<file path="src/common/ltsr_consts.vh">
// Constants for the logic timer and set/reset latch block.
`ifndef LTSR_CONSTS_VH
`define LTSR_CONSTS_VH

// ****************************************************************
// Time base
// ****************************************************************
`define LTSR_CLK_HZ          25000000
`define LTSR_SAMPLE_MS       8
`define LTSR_TENTH_MS        100
`define LTSR_SAMPLE_CYC      (`LTSR_CLK_HZ / 1000 * `LTSR_SAMPLE_MS)
`define LTSR_TENTH_CYC       (`LTSR_CLK_HZ / 1000 * `LTSR_TENTH_MS)
`define LTSR_TIME_W          19
`define LTSR_TIME_MAX        19'h57e3f

// ****************************************************************
// Mode encodings
// ****************************************************************
`define LTSR_MODE_OFF        2'h0
`define LTSR_MODE_DELAY      2'h1
`define LTSR_MODE_ALT        2'h2
`define LTSR_MODE_ONTIME     2'h3
`define LTSR_PRIO_CLEAR      2'h0
`define LTSR_PRIO_SET        2'h1
`define LTSR_PRIO_EDGE       2'h2

// ****************************************************************
// Register map
// ****************************************************************
`define LTSR_TMR_BASE        8'h00
`define LTSR_LAT_BASE        8'h40
`define LTSR_TVAL_BASE       8'h80
`define LTSR_OFS_CFG         8'h00
`define LTSR_OFS_A           8'h04
`define LTSR_OFS_B           8'h08
`define LTSR_OFS_C           8'h0c
`define LTSR_LOGIC_CDLY      8'h90
`define LTSR_LOGIC_VAL       8'h94
`define LTSR_STATUS          8'h98

// ****************************************************************
// Field positions and reset values
// ****************************************************************
`define LTSR_CFG_MODE_LSB    0
`define LTSR_CFG_SRC_A_LSB   8
`define LTSR_CFG_SRC_B_LSB   16
`define LTSR_SRC_W           6
`define LTSR_TMR_MODE_RST    2'h1
`define LTSR_LAT_PRIO_RST    8'h90
`define LTSR_SRC_RST         6'h00
`define LTSR_TIME_RST        19'h00000

`endif

</file>
<file path="src/core/ltsr_timer.v">
// One tenth-second timer stage with off, delay, alternate and on-time behaviour.
`timescale 1ns/100ps
`include "ltsr_consts.vh"

module ltsr_timer #(
    parameter TW = `LTSR_TIME_W
) (
    // Clock and reset.
    input  wire          pclk,
    input  wire          presetn,
    input  wire          ce,
    // Time base and trigger.
    input  wire          tick,
    input  wire          trig,
    // Settings.
    input  wire [1:0]    mode,
    input  wire [TW-1:0] dly,
    input  wire [TW-1:0] t_on,
    input  wire [TW-1:0] t_off,
    // Result.
    output reg           out_q,
    output reg  [TW-1:0] cnt_q
);

    reg phase_q;

    // ****************************************************************
    // Mode engine
    // ****************************************************************
    // Settings are read live, so a change of mode or time never clears the count.
    always @(posedge pclk or negedge presetn) begin
        if (!presetn) begin
            out_q   <= 1'b0;
            cnt_q   <= {TW{1'b0}};
            phase_q <= 1'b0;
        end else if (ce) begin
            case (mode)
                `LTSR_MODE_DELAY: begin
                    if (!trig) begin
                        out_q <= 1'b0;
                        cnt_q <= {TW{1'b0}};
                    end else if (cnt_q >= dly) begin
                        out_q <= 1'b1;
                    end else if (tick) begin
                        cnt_q <= cnt_q + {{(TW-1){1'b0}}, 1'b1};
                    end
                end
                `LTSR_MODE_ALT: begin
                    if (!trig) begin
                        out_q   <= 1'b0;
                        cnt_q   <= {TW{1'b0}};
                        phase_q <= 1'b0;
                    end else begin
                        out_q <= !phase_q;
                        if (cnt_q >= (phase_q ? t_off : t_on)) begin
                            phase_q <= !phase_q;
                            cnt_q   <= {TW{1'b0}};
                        end else if (tick) begin
                            cnt_q <= cnt_q + {{(TW-1){1'b0}}, 1'b1};
                        end
                    end
                end
                `LTSR_MODE_ONTIME: begin
                    if (trig) begin
                        out_q <= 1'b1;
                        cnt_q <= {TW{1'b0}};
                    end else if (out_q) begin
                        if (cnt_q >= t_on) begin
                            out_q <= 1'b0;
                        end else if (tick) begin
                            cnt_q <= cnt_q + {{(TW-1){1'b0}}, 1'b1};
                        end
                    end
                end
                default: begin
                    out_q <= 1'b0;
                end
            endcase
        end
    end

endmodule

</file>
<file path="src/core/ltsr_top.v">
// Logic timers, delayed set/reset latches and logic output clear delay behind APB.
// Contract
// Logic output stays high for the clear delay after the result falls; default zero.
// Running count of the logic output clear delay is readable.
// Timer mode: 0 off, 1 delay, 2 alternate, 3 on-time; default delay.
// Each timer has a trigger source, default off; an active trigger starts it.
// Delay mode: output rises after trigger held for the delay time.
// Delay mode: output drops at once when the trigger goes low.
// Alternate mode: output cycles on interval high, off interval low while triggered.
// Alternate mode: output forced low once the trigger goes low.
// On-time mode: output held high beyond the trigger for the on interval.
// Changing mode or times keeps the running timer count.
// Each timer's elapsed count is readable.
// Four identical timers, each with own settings and output.
// Latch holds its output when set and clear are both inactive.
// Set alone gives 1, clear alone gives 0.
// Clear priority: both active gives 0.
// Set priority: both active gives 1.
// Edge mode: rising set gives 1, rising clear gives 0, latest wins.
// Edge mode: both edges in one sample keep the output.
// Latch inputs sampled on an 8 ms tick; closer changes are simultaneous.
// Priority: 0 clear, 1 set, 2 edge; set and clear sources default off.
// Set input delayed by a programmable time, default zero.
// Clear input delayed by a programmable time, default zero.
// All delays count a common tenth-second tick against the programmed value.
//
// Added by the designer: the placing of the registers and the APB interface to the registers.
`timescale 1ns/100ps
`include "ltsr_consts.vh"

module ltsr_top #(
    parameter SRC_N      = 48,
    parameter SAMPLE_CYC = `LTSR_SAMPLE_CYC,
    parameter TENTH_CYC  = `LTSR_TENTH_CYC
) (
    // Clock, reset and enable.
    input  wire             pclk,
    input  wire             presetn,
    input  wire             ce,
    // APB slave.
    input  wire             psel,
    input  wire             penable,
    input  wire             pwrite,
    input  wire [7:0]       paddr,
    input  wire [31:0]      pwdata,
    output reg  [31:0]      prdata,
    output wire             pready,
    output reg              pslverr,
    // Selectable source signals.
    input  wire [SRC_N-1:0] src_in,
    // Logic function result and its delayed output.
    input  wire             logic_result,
    output wire             logic_out,
    // Timer and latch outputs.
    output wire [3:0]       timer_out,
    output reg  [3:0]       latch_out
);

    localparam TW = `LTSR_TIME_W;
    localparam SW = `LTSR_SRC_W;
    localparam [7:0] PRIO_RST = `LTSR_LAT_PRIO_RST;

    // ****************************************************************
    // Helper functions
    // ****************************************************************
    // Source 0 is off; source n selects input n-1.
    function src_pick;
        input [SRC_N-1:0] v;
        input [SW-1:0]    s;
        begin
            src_pick = (s == {SW{1'b0}} || {26'h0, s} > SRC_N) ? 1'b0 : v[s - 6'h01];
        end
    endfunction

    function [7:0] reg_addr;
        input [7:0] base;
        input [1:0] idx;
        input [7:0] ofs;
        begin
            reg_addr = base + {2'h0, idx, 4'h0} + ofs;
        end
    endfunction

    // ****************************************************************
    // Setting storage
    // ****************************************************************
    reg [1:0]    timer_mode_select_q    [0:3];
    reg [SW-1:0] timer_trigger_source_q [0:3];
    reg [TW-1:0] timer_delay_time_q     [0:3];
    reg [TW-1:0] on_interval_time_q     [0:3];
    reg [TW-1:0] off_interval_time_q    [0:3];
    reg [1:0]    latch_priority_select_q[0:3];
    reg [SW-1:0] latch_set_source_q     [0:3];
    reg [SW-1:0] latch_clear_source_q   [0:3];
    reg [TW-1:0] latch_set_delay_q      [0:3];
    reg [TW-1:0] latch_clear_delay_q    [0:3];
    reg [TW-1:0] logic_output_clear_delay_q;

    wire [TW-1:0] timer_cnt     [0:3];
    wire [TW-1:0] set_dly_cnt   [0:3];
    wire [3:0]    set_dly_out;
    wire [3:0]    clr_dly_out;
    wire [TW-1:0] logic_cnt;

    // ****************************************************************
    // Time base
    // ****************************************************************
    reg  [31:0]      sample_cnt_q;
    reg  [31:0]      tenth_cnt_q;
    reg              sample_tick_q;
    reg              tenth_tick_q;
    reg  [SRC_N-1:0] src_q;

    always @(posedge pclk or negedge presetn) begin
        if (!presetn) begin
            sample_cnt_q  <= 32'h0;
            tenth_cnt_q   <= 32'h0;
            sample_tick_q <= 1'b0;
            tenth_tick_q  <= 1'b0;
            src_q         <= {SRC_N{1'b0}};
        end else if (ce) begin
            sample_tick_q <= (sample_cnt_q == SAMPLE_CYC - 1);
            tenth_tick_q  <= (tenth_cnt_q == TENTH_CYC - 1);
            sample_cnt_q  <= (sample_cnt_q == SAMPLE_CYC - 1) ? 32'h0 : sample_cnt_q + 32'h1;
            tenth_cnt_q   <= (tenth_cnt_q == TENTH_CYC - 1) ? 32'h0 : tenth_cnt_q + 32'h1;
            if (sample_cnt_q == SAMPLE_CYC - 1) begin
                src_q <= src_in;
            end
        end
    end

    // ****************************************************************
    // APB slave
    // ****************************************************************
    // Read data and error are captured in the setup cycle; the access cycle is stretched only while ce is low.
    reg  [31:0] rd_d;
    reg         hit_d;
    wire        wr_en;
    integer     ri;
    integer     wi;

    assign pready = ce;
    assign wr_en  = psel & penable & pwrite & ce;

    always @* begin
        rd_d  = 32'h0;
        hit_d = 1'b0;
        for (ri = 0; ri < 4; ri = ri + 1) begin
            if (paddr == reg_addr(`LTSR_TMR_BASE, ri[1:0], `LTSR_OFS_CFG)) begin
                rd_d  = {18'h0, timer_trigger_source_q[ri], 6'h0, timer_mode_select_q[ri]};
                hit_d = 1'b1;
            end
            if (paddr == reg_addr(`LTSR_TMR_BASE, ri[1:0], `LTSR_OFS_A)) begin
                rd_d  = {13'h0, timer_delay_time_q[ri]};
                hit_d = 1'b1;
            end
            if (paddr == reg_addr(`LTSR_TMR_BASE, ri[1:0], `LTSR_OFS_B)) begin
                rd_d  = {13'h0, on_interval_time_q[ri]};
                hit_d = 1'b1;
            end
            if (paddr == reg_addr(`LTSR_TMR_BASE, ri[1:0], `LTSR_OFS_C)) begin
                rd_d  = {13'h0, off_interval_time_q[ri]};
                hit_d = 1'b1;
            end
            if (paddr == reg_addr(`LTSR_LAT_BASE, ri[1:0], `LTSR_OFS_CFG)) begin
                rd_d  = {10'h0, latch_clear_source_q[ri], 2'h0, latch_set_source_q[ri],
                         6'h0, latch_priority_select_q[ri]};
                hit_d = 1'b1;
            end
            if (paddr == reg_addr(`LTSR_LAT_BASE, ri[1:0], `LTSR_OFS_A)) begin
                rd_d  = {13'h0, latch_set_delay_q[ri]};
                hit_d = 1'b1;
            end
            if (paddr == reg_addr(`LTSR_LAT_BASE, ri[1:0], `LTSR_OFS_B)) begin
                rd_d  = {13'h0, latch_clear_delay_q[ri]};
                hit_d = 1'b1;
            end
            if (paddr == reg_addr(`LTSR_LAT_BASE, ri[1:0], `LTSR_OFS_C)) begin
                rd_d  = {13'h0, set_dly_cnt[ri]};
                hit_d = 1'b1;
            end
            if (paddr == `LTSR_TVAL_BASE + {4'h0, ri[1:0], 2'h0}) begin
                rd_d  = {13'h0, timer_cnt[ri]};
                hit_d = 1'b1;
            end
        end
        if (paddr == `LTSR_LOGIC_CDLY) begin
            rd_d  = {13'h0, logic_output_clear_delay_q};
            hit_d = 1'b1;
        end
        if (paddr == `LTSR_LOGIC_VAL) begin
            rd_d  = {13'h0, logic_cnt};
            hit_d = 1'b1;
        end
        if (paddr == `LTSR_STATUS) begin
            rd_d  = {23'h0, logic_out, latch_out, timer_out};
            hit_d = 1'b1;
        end
    end

    always @(posedge pclk or negedge presetn) begin
        if (!presetn) begin
            prdata  <= 32'h0;
            pslverr <= 1'b0;
        end else if (ce && psel && !penable) begin
            prdata  <= pwrite ? 32'h0 : rd_d;
            pslverr <= !hit_d;
        end
    end

    // Writes never touch the running counts, so a new setting takes over mid-count.
    always @(posedge pclk or negedge presetn) begin
        if (!presetn) begin
            for (wi = 0; wi < 4; wi = wi + 1) begin
                timer_mode_select_q[wi]     <= `LTSR_TMR_MODE_RST;
                timer_trigger_source_q[wi]  <= `LTSR_SRC_RST;
                timer_delay_time_q[wi]      <= `LTSR_TIME_RST;
                on_interval_time_q[wi]      <= `LTSR_TIME_RST;
                off_interval_time_q[wi]     <= `LTSR_TIME_RST;
                latch_priority_select_q[wi] <= PRIO_RST[2 * wi +: 2];
                latch_set_source_q[wi]      <= `LTSR_SRC_RST;
                latch_clear_source_q[wi]    <= `LTSR_SRC_RST;
                latch_set_delay_q[wi]       <= `LTSR_TIME_RST;
                latch_clear_delay_q[wi]     <= `LTSR_TIME_RST;
            end
            logic_output_clear_delay_q <= `LTSR_TIME_RST;
        end else if (wr_en) begin
            for (wi = 0; wi < 4; wi = wi + 1) begin
                if (paddr == reg_addr(`LTSR_TMR_BASE, wi[1:0], `LTSR_OFS_CFG)) begin
                    timer_mode_select_q[wi]    <= pwdata[`LTSR_CFG_MODE_LSB +: 2];
                    timer_trigger_source_q[wi] <= pwdata[`LTSR_CFG_SRC_A_LSB +: SW];
                end
                if (paddr == reg_addr(`LTSR_TMR_BASE, wi[1:0], `LTSR_OFS_A)) begin
                    timer_delay_time_q[wi] <= pwdata[TW-1:0];
                end
                if (paddr == reg_addr(`LTSR_TMR_BASE, wi[1:0], `LTSR_OFS_B)) begin
                    on_interval_time_q[wi] <= pwdata[TW-1:0];
                end
                if (paddr == reg_addr(`LTSR_TMR_BASE, wi[1:0], `LTSR_OFS_C)) begin
                    off_interval_time_q[wi] <= pwdata[TW-1:0];
                end
                if (paddr == reg_addr(`LTSR_LAT_BASE, wi[1:0], `LTSR_OFS_CFG)) begin
                    latch_priority_select_q[wi] <= pwdata[`LTSR_CFG_MODE_LSB +: 2];
                    latch_set_source_q[wi]      <= pwdata[`LTSR_CFG_SRC_A_LSB +: SW];
                    latch_clear_source_q[wi]    <= pwdata[`LTSR_CFG_SRC_B_LSB +: SW];
                end
                if (paddr == reg_addr(`LTSR_LAT_BASE, wi[1:0], `LTSR_OFS_A)) begin
                    latch_set_delay_q[wi] <= pwdata[TW-1:0];
                end
                if (paddr == reg_addr(`LTSR_LAT_BASE, wi[1:0], `LTSR_OFS_B)) begin
                    latch_clear_delay_q[wi] <= pwdata[TW-1:0];
                end
            end
            if (paddr == `LTSR_LOGIC_CDLY) begin
                logic_output_clear_delay_q <= pwdata[TW-1:0];
            end
        end
    end

    // ****************************************************************
    // Timers and input delays
    // ****************************************************************
    genvar g;
    generate
        for (g = 0; g < 4; g = g + 1) begin : g_unit
            ltsr_timer #(.TW(TW)) u_timer (
                .pclk    (pclk),
                .presetn (presetn),
                .ce      (ce),
                .tick    (tenth_tick_q),
                .trig    (src_pick(src_q, timer_trigger_source_q[g])),
                .mode    (timer_mode_select_q[g]),
                .dly     (timer_delay_time_q[g]),
                .t_on    (on_interval_time_q[g]),
                .t_off   (off_interval_time_q[g]),
                .out_q   (timer_out[g]),
                .cnt_q   (timer_cnt[g])
            );
            ltsr_timer #(.TW(TW)) u_set_dly (
                .pclk    (pclk),
                .presetn (presetn),
                .ce      (ce),
                .tick    (tenth_tick_q),
                .trig    (src_pick(src_q, latch_set_source_q[g])),
                .mode    (`LTSR_MODE_DELAY),
                .dly     (latch_set_delay_q[g]),
                .t_on    (`LTSR_TIME_RST),
                .t_off   (`LTSR_TIME_RST),
                .out_q   (set_dly_out[g]),
                .cnt_q   (set_dly_cnt[g])
            );
            ltsr_timer #(.TW(TW)) u_clr_dly (
                .pclk    (pclk),
                .presetn (presetn),
                .ce      (ce),
                .tick    (tenth_tick_q),
                .trig    (src_pick(src_q, latch_clear_source_q[g])),
                .mode    (`LTSR_MODE_DELAY),
                .dly     (latch_clear_delay_q[g]),
                .t_on    (`LTSR_TIME_RST),
                .t_off   (`LTSR_TIME_RST),
                .out_q   (clr_dly_out[g]),
                .cnt_q   ()
            );
        end
    endgenerate

    // The clear delay is an on-time stretch of the logic result.
    ltsr_timer #(.TW(TW)) u_logic_dly (
        .pclk    (pclk),
        .presetn (presetn),
        .ce      (ce),
        .tick    (tenth_tick_q),
        .trig    (logic_result),
        .mode    (`LTSR_MODE_ONTIME),
        .dly     (`LTSR_TIME_RST),
        .t_on    (logic_output_clear_delay_q),
        .t_off   (`LTSR_TIME_RST),
        .out_q   (logic_out),
        .cnt_q   (logic_cnt)
    );

    // ****************************************************************
    // Set/reset latches
    // ****************************************************************
    // Evaluated once per sample tick, so edges within one period count as simultaneous.
    reg [3:0] set_prev_q;
    reg [3:0] clr_prev_q;
    integer   li;

    always @(posedge pclk or negedge presetn) begin
        if (!presetn) begin
            latch_out  <= 4'h0;
            set_prev_q <= 4'h0;
            clr_prev_q <= 4'h0;
        end else if (ce && sample_tick_q) begin
            set_prev_q <= set_dly_out;
            clr_prev_q <= clr_dly_out;
            for (li = 0; li < 4; li = li + 1) begin
                case (latch_priority_select_q[li])
                    `LTSR_PRIO_SET: begin
                        if (set_dly_out[li]) begin
                            latch_out[li] <= 1'b1;
                        end else if (clr_dly_out[li]) begin
                            latch_out[li] <= 1'b0;
                        end
                    end
                    `LTSR_PRIO_EDGE: begin
                        if (set_dly_out[li] && !set_prev_q[li] && !(clr_dly_out[li] && !clr_prev_q[li])) begin
                            latch_out[li] <= 1'b1;
                        end else if (clr_dly_out[li] && !clr_prev_q[li] && !(set_dly_out[li] && !set_prev_q[li])) begin
                            latch_out[li] <= 1'b0;
                        end
                    end
                    default: begin
                        if (clr_dly_out[li]) begin
                            latch_out[li] <= 1'b0;
                        end else if (set_dly_out[li]) begin
                            latch_out[li] <= 1'b1;
                        end
                    end
                endcase
            end
        end
    end

endmodule

</file>
<file path="config.mk">
export PLATFORM = sky130hd
export DESIGN_NAME = ltsr_top
export DESIGN_NICKNAME = d
export VERILOG_FILES = /design/src/core/ltsr_timer.v /design/src/core/ltsr_top.v
export VERILOG_INCLUDE_DIRS = /design/src /design/src/common
export SDC_FILE = /design/constraint.sdc
export NUM_CORES = 2
export LEC_CHECK = 0
export ABC_AREA = 0
export BUFFER_PORTS_ARGS = -buffer_cell sky130_fd_sc_hd__buf_2
export CELL_PAD_IN_SITES_DETAIL_PLACEMENT = 0
export CELL_PAD_IN_SITES_GLOBAL_PLACEMENT = 1
export CORE_ASPECT_RATIO = 0.9
export CORE_MARGIN = 5
export CORE_UTILIZATION = 45
export DETAILED_ROUTE_END_ITERATION = 10
export PLACE_DENSITY = 0.69
export SYNTH_ARGS = -nofsm -noshare
export SYNTH_HDL_FRONTEND = slang
export SYNTH_SLANG_ARGS = --single-unit
</file>
<file path="constraint.sdc">
create_clock -name pclk -period 5.48 [get_ports pclk]
set_input_delay 0.822 -clock pclk [delete_from_list [all_inputs] [get_ports pclk]]
set_output_delay 0.822 -clock pclk [all_outputs]
set_load 0.02 [all_outputs]
</file>
==> summary.txt <==
Final layout
  • Nets: 6,605
  • Commonest non-fill, non-tap cell in the layout: dfrtp_1
  • Area Overhead vs Synth: 10.5%
  • Layout Cells excl Fill: 7,905
  • Finished Core Util: 50.2%
  • Layout filler cell count: 12,400
  • Share of layout cells above drive strength 1: 19.6%
  • Most frequent cells in the layout: dfrtp_1, mux2_2, ha_1

Setup path
  • Largest stage delay on the critical path: 0.70 ns
  • Worst path cell trace: inv_1 > ha_1 > mux4_2 > mux2i_1 > nand2_1 > o211ai_1 > mux2i_1 > o211ai_1 > buf_4 > o31a_1 > nand4_1 > or4_1 > a21oi_1
  • Critical path required time: 6.13 ns
  • Startpoint Class: flip-flop
  • Crit path kind: reg2reg
  • Critical path fanouts, max: 16
  • Critical path buffers and inverters: 2
  • CP top delay family: simple AND/OR/NAND/NOR gates
  • CP Capture Type: flip-flop
  • Slowest cell on the critical path: ha_1
  • Cell count along the critical path: 13
  • Worst R2R Path Depth: 13
  • Arr. time, crit path: 5.55 ns

CTS
  • # hold bufs at CTS: 0
  • Max clock buf depth: 3
  • CTS sink cnt: 900
  • H-tree level count: 3
  • TritonCTS clock tree: built
  • CTS Buf Count: 104
  • Worst-path clk slew: 0.06 ns
  • # resized after CTS: 0
  • Postcts setup bufs: 0
  • Root buffer cell: clkbuf_16
  • Worst skew pair latency: 0.75 ns

Placed design
  • Routability cong.: 1.01
  • Cells after DPL: 7,708
  • Buffers on Ports: 117
  • DP HPWL: 175 mm

Global route
  • GRT Resource Usage Total: 33.6%
  • Vias in the first global route: 48,900
  • Initial antenna violation count: 13
  • Pin count of the biggest net entering global routing: 135
  • First-pass GRT wire length: 351 mm
  • Grt ovf: 0

Synthesis
  • Post-synth EDFFs: 0
  • Fraction of registers with async set/reset: 100%
  • Synth cell types: 104
  • Syn Std Cell Area: 60,600 um^2
  • Gate Count Post-Synth: 6,037
  • Main flop type after synthesis: dfrtp_1
  • Yosys warning count: 0
  • Sequential area share after synthesis: 37.2%
  • FF+latch count, synth: 900
  • Syn avg cell area: 10.0 um^2

Pwr
  • P_leak: 0.0299 uW
  • Peak VDD IR: 0.242 mV
  • Pwr Density: 239 nW/um^2

Route
  • DR pass1 iterations: 9
  • Via count: 52,000
  • ANT nets after route: 0
  • DRC: 0
  • DRT Wirelength: 242 mm
  • Vias per cell: 6.57
  • WL/cell: 30.7 um
  • First DRT Iteration DRCs: 6,839

STA
  • Clock skew: 0.0312 ns
  • WHS: 0.0754 ns
  • Fin crit share: 89.4%
  • Pins Over Slew Limit: 0
  • Fin crit period: 4.90 ns
  • Fin. Hold Viols: 0
  • Slew headroom: 15.0%
  • Transition time of the tightest slew-check pin: 1.28 ns
  • Achievable frequency: 0.204 GHz
  • # setup viols final: 0
  • Setup TNS: 0 ns
  • RSZ-0062 raised after global routing: no

Floorplanning
  • I/O pins: 138
  • Die Y: 358 um
  • # rows: 127
  • Die area: 142,000 um^2
  • Initial core utilization: 45.4%
  • Die width: 397 um
  • Core area: 133,000 um^2

Status
  • Status: finished clean

Min path
  • Min-delay worst type: in2async

Job
  • Maxcap violations: 0
==> per-stage QoR <==
step	setup WS, ns	instance area [um^2]	power [uW]
global placement	0.807	63400	8630
floorplan	1.43	60700	7890
global route	0.452	67000	16500
CTS	0.720	67000	16100
detailed placement	0.715	63400	8650
finish	0.582	67000	16000
==> state kept, by name, indices dropped and copies added, names as in the netlist, 48 cells and up <==
name                    cells
g_unit.u_clr_dly.cnt_q     76
g_unit.u_set_dly.cnt_q     76
g_unit.u_timer.cnt_q       76
latch_clear_delay_q        76
latch_set_delay_q          76
off_interval_time_q        76
on_interval_time_q         76
src_q                      48
timer_delay_time_q         76
==> Yosys cell counts, types with 65 or more instances <==
cell	count	area, um^2
dfrtp_1	894	22400
mux2_2	501	5640
ha_1	437	5470
inv_1	413	1550
nand2_1	384	1440
nor2_1	372	1400
o21ai_0	294	1470
clkbuf_1	288	1080
a21oi_1	233	1170
nand3_1	170	851
mux4_2	168	3780
xnor2_1	164	1440
nand4_1	131	820
mux2i_1	122	1220
nor3_1	106	531
a21o_1	101	758
o22ai_1	81	507
and3_1	75	469
a22oi_1	65	488
xor2_1	65	569
==> where the power goes <==
part	total (uW)	switching [uW]	internal [uW]
Combinational	1510	963	550
Sequential	7060	289	6770
Clock	7430	3110	4320
Total	16000	4360	11600
==> cell families (layout without fill, tap and decap cells) <==
| group | count (synthesis) | after routing | share of synthesized area [%] |
|---|---|---|---|
| adders and majority gates | 437 | 437 | 9.02 |
| AOI/OAI and AO/OA | 1291 | 1291 | 14.4 |
| DFF | 900 | 900 | 37.2 |
| other | 1 | 16 | 0.00619 |
| muxes | 794 | 794 | 17.7 |
| and+or+nand+nor | 1599 | 1599 | 13.3 |
| buffers and inverters | 785 | 897 | 5.10 |
| xor gates and xnor gates | 230 | 230 | 3.34 |
==> final cells by class <==
cell class	instances	area, um^2	share of cell area [%]
Sequential cell	900	22500	33.6
Timing Repair Buffer	292	2000	2.98
Multi-Input combinational cell	4361	35100	52.4
Tap cell	1741	2180	3.25
Clock buffer	147	2970	4.44
Inverter	414	1550	2.32
Clock inverter	44	623	0.930
Antenna cell	6	15.0	0.0224
==> path summary, 6_finish.rpt <==
path | slack (ns) | startpoint | to
min | 0.08 | presetn | g_unit[0].u_set_dly.cnt_q[12]$_DFFE_PN0P_
max | 0.58 | timer_trigger_source_q[7]$_DFFE_PN0P_ | g_unit[2].u_timer.cnt_q[15]$_DFFE_PN0P_
min reg2reg | 0.48 | tenth_cnt_q[31]$_DFFE_PN0P_ | tenth_cnt_q[31]$_DFFE_PN0P_
min in group pclk | 0.30 | src_in[35] | src_q[35]$_DFFE_PN0P_
max reg2reg | 0.58 | timer_trigger_source_q[7]$_DFFE_PN0P_ | g_unit[2].u_timer.cnt_q[15]$_DFFE_PN0P_
max in group asynchronous | 4.07 | presetn | g_unit[3].u_set_dly.cnt_q[17]$_DFFE_PN0P_
==> worst reg2reg max path: cells and delay by family (launching register included) <==
kind                       cells  cell delay, ns
and+or+nand+nor                3            1.31
DFF                            1            0.46
buffers and inverters          2            0.38
AOI/OAI and AO/OA              4            1.12
muxes                          3            0.83
adders and majority gates      1            0.70
==> metal layers <==
layer	track usage, %	up-vias	wire [um]
met5	0	-	66
met4	10.7	10	9120
met1	51.6	26200	110000
li1	-	22400	-
met3	9.25	466	28500
met2	45.6	2892	94800
Note: power is estimated with default switching activity, not from simulation.
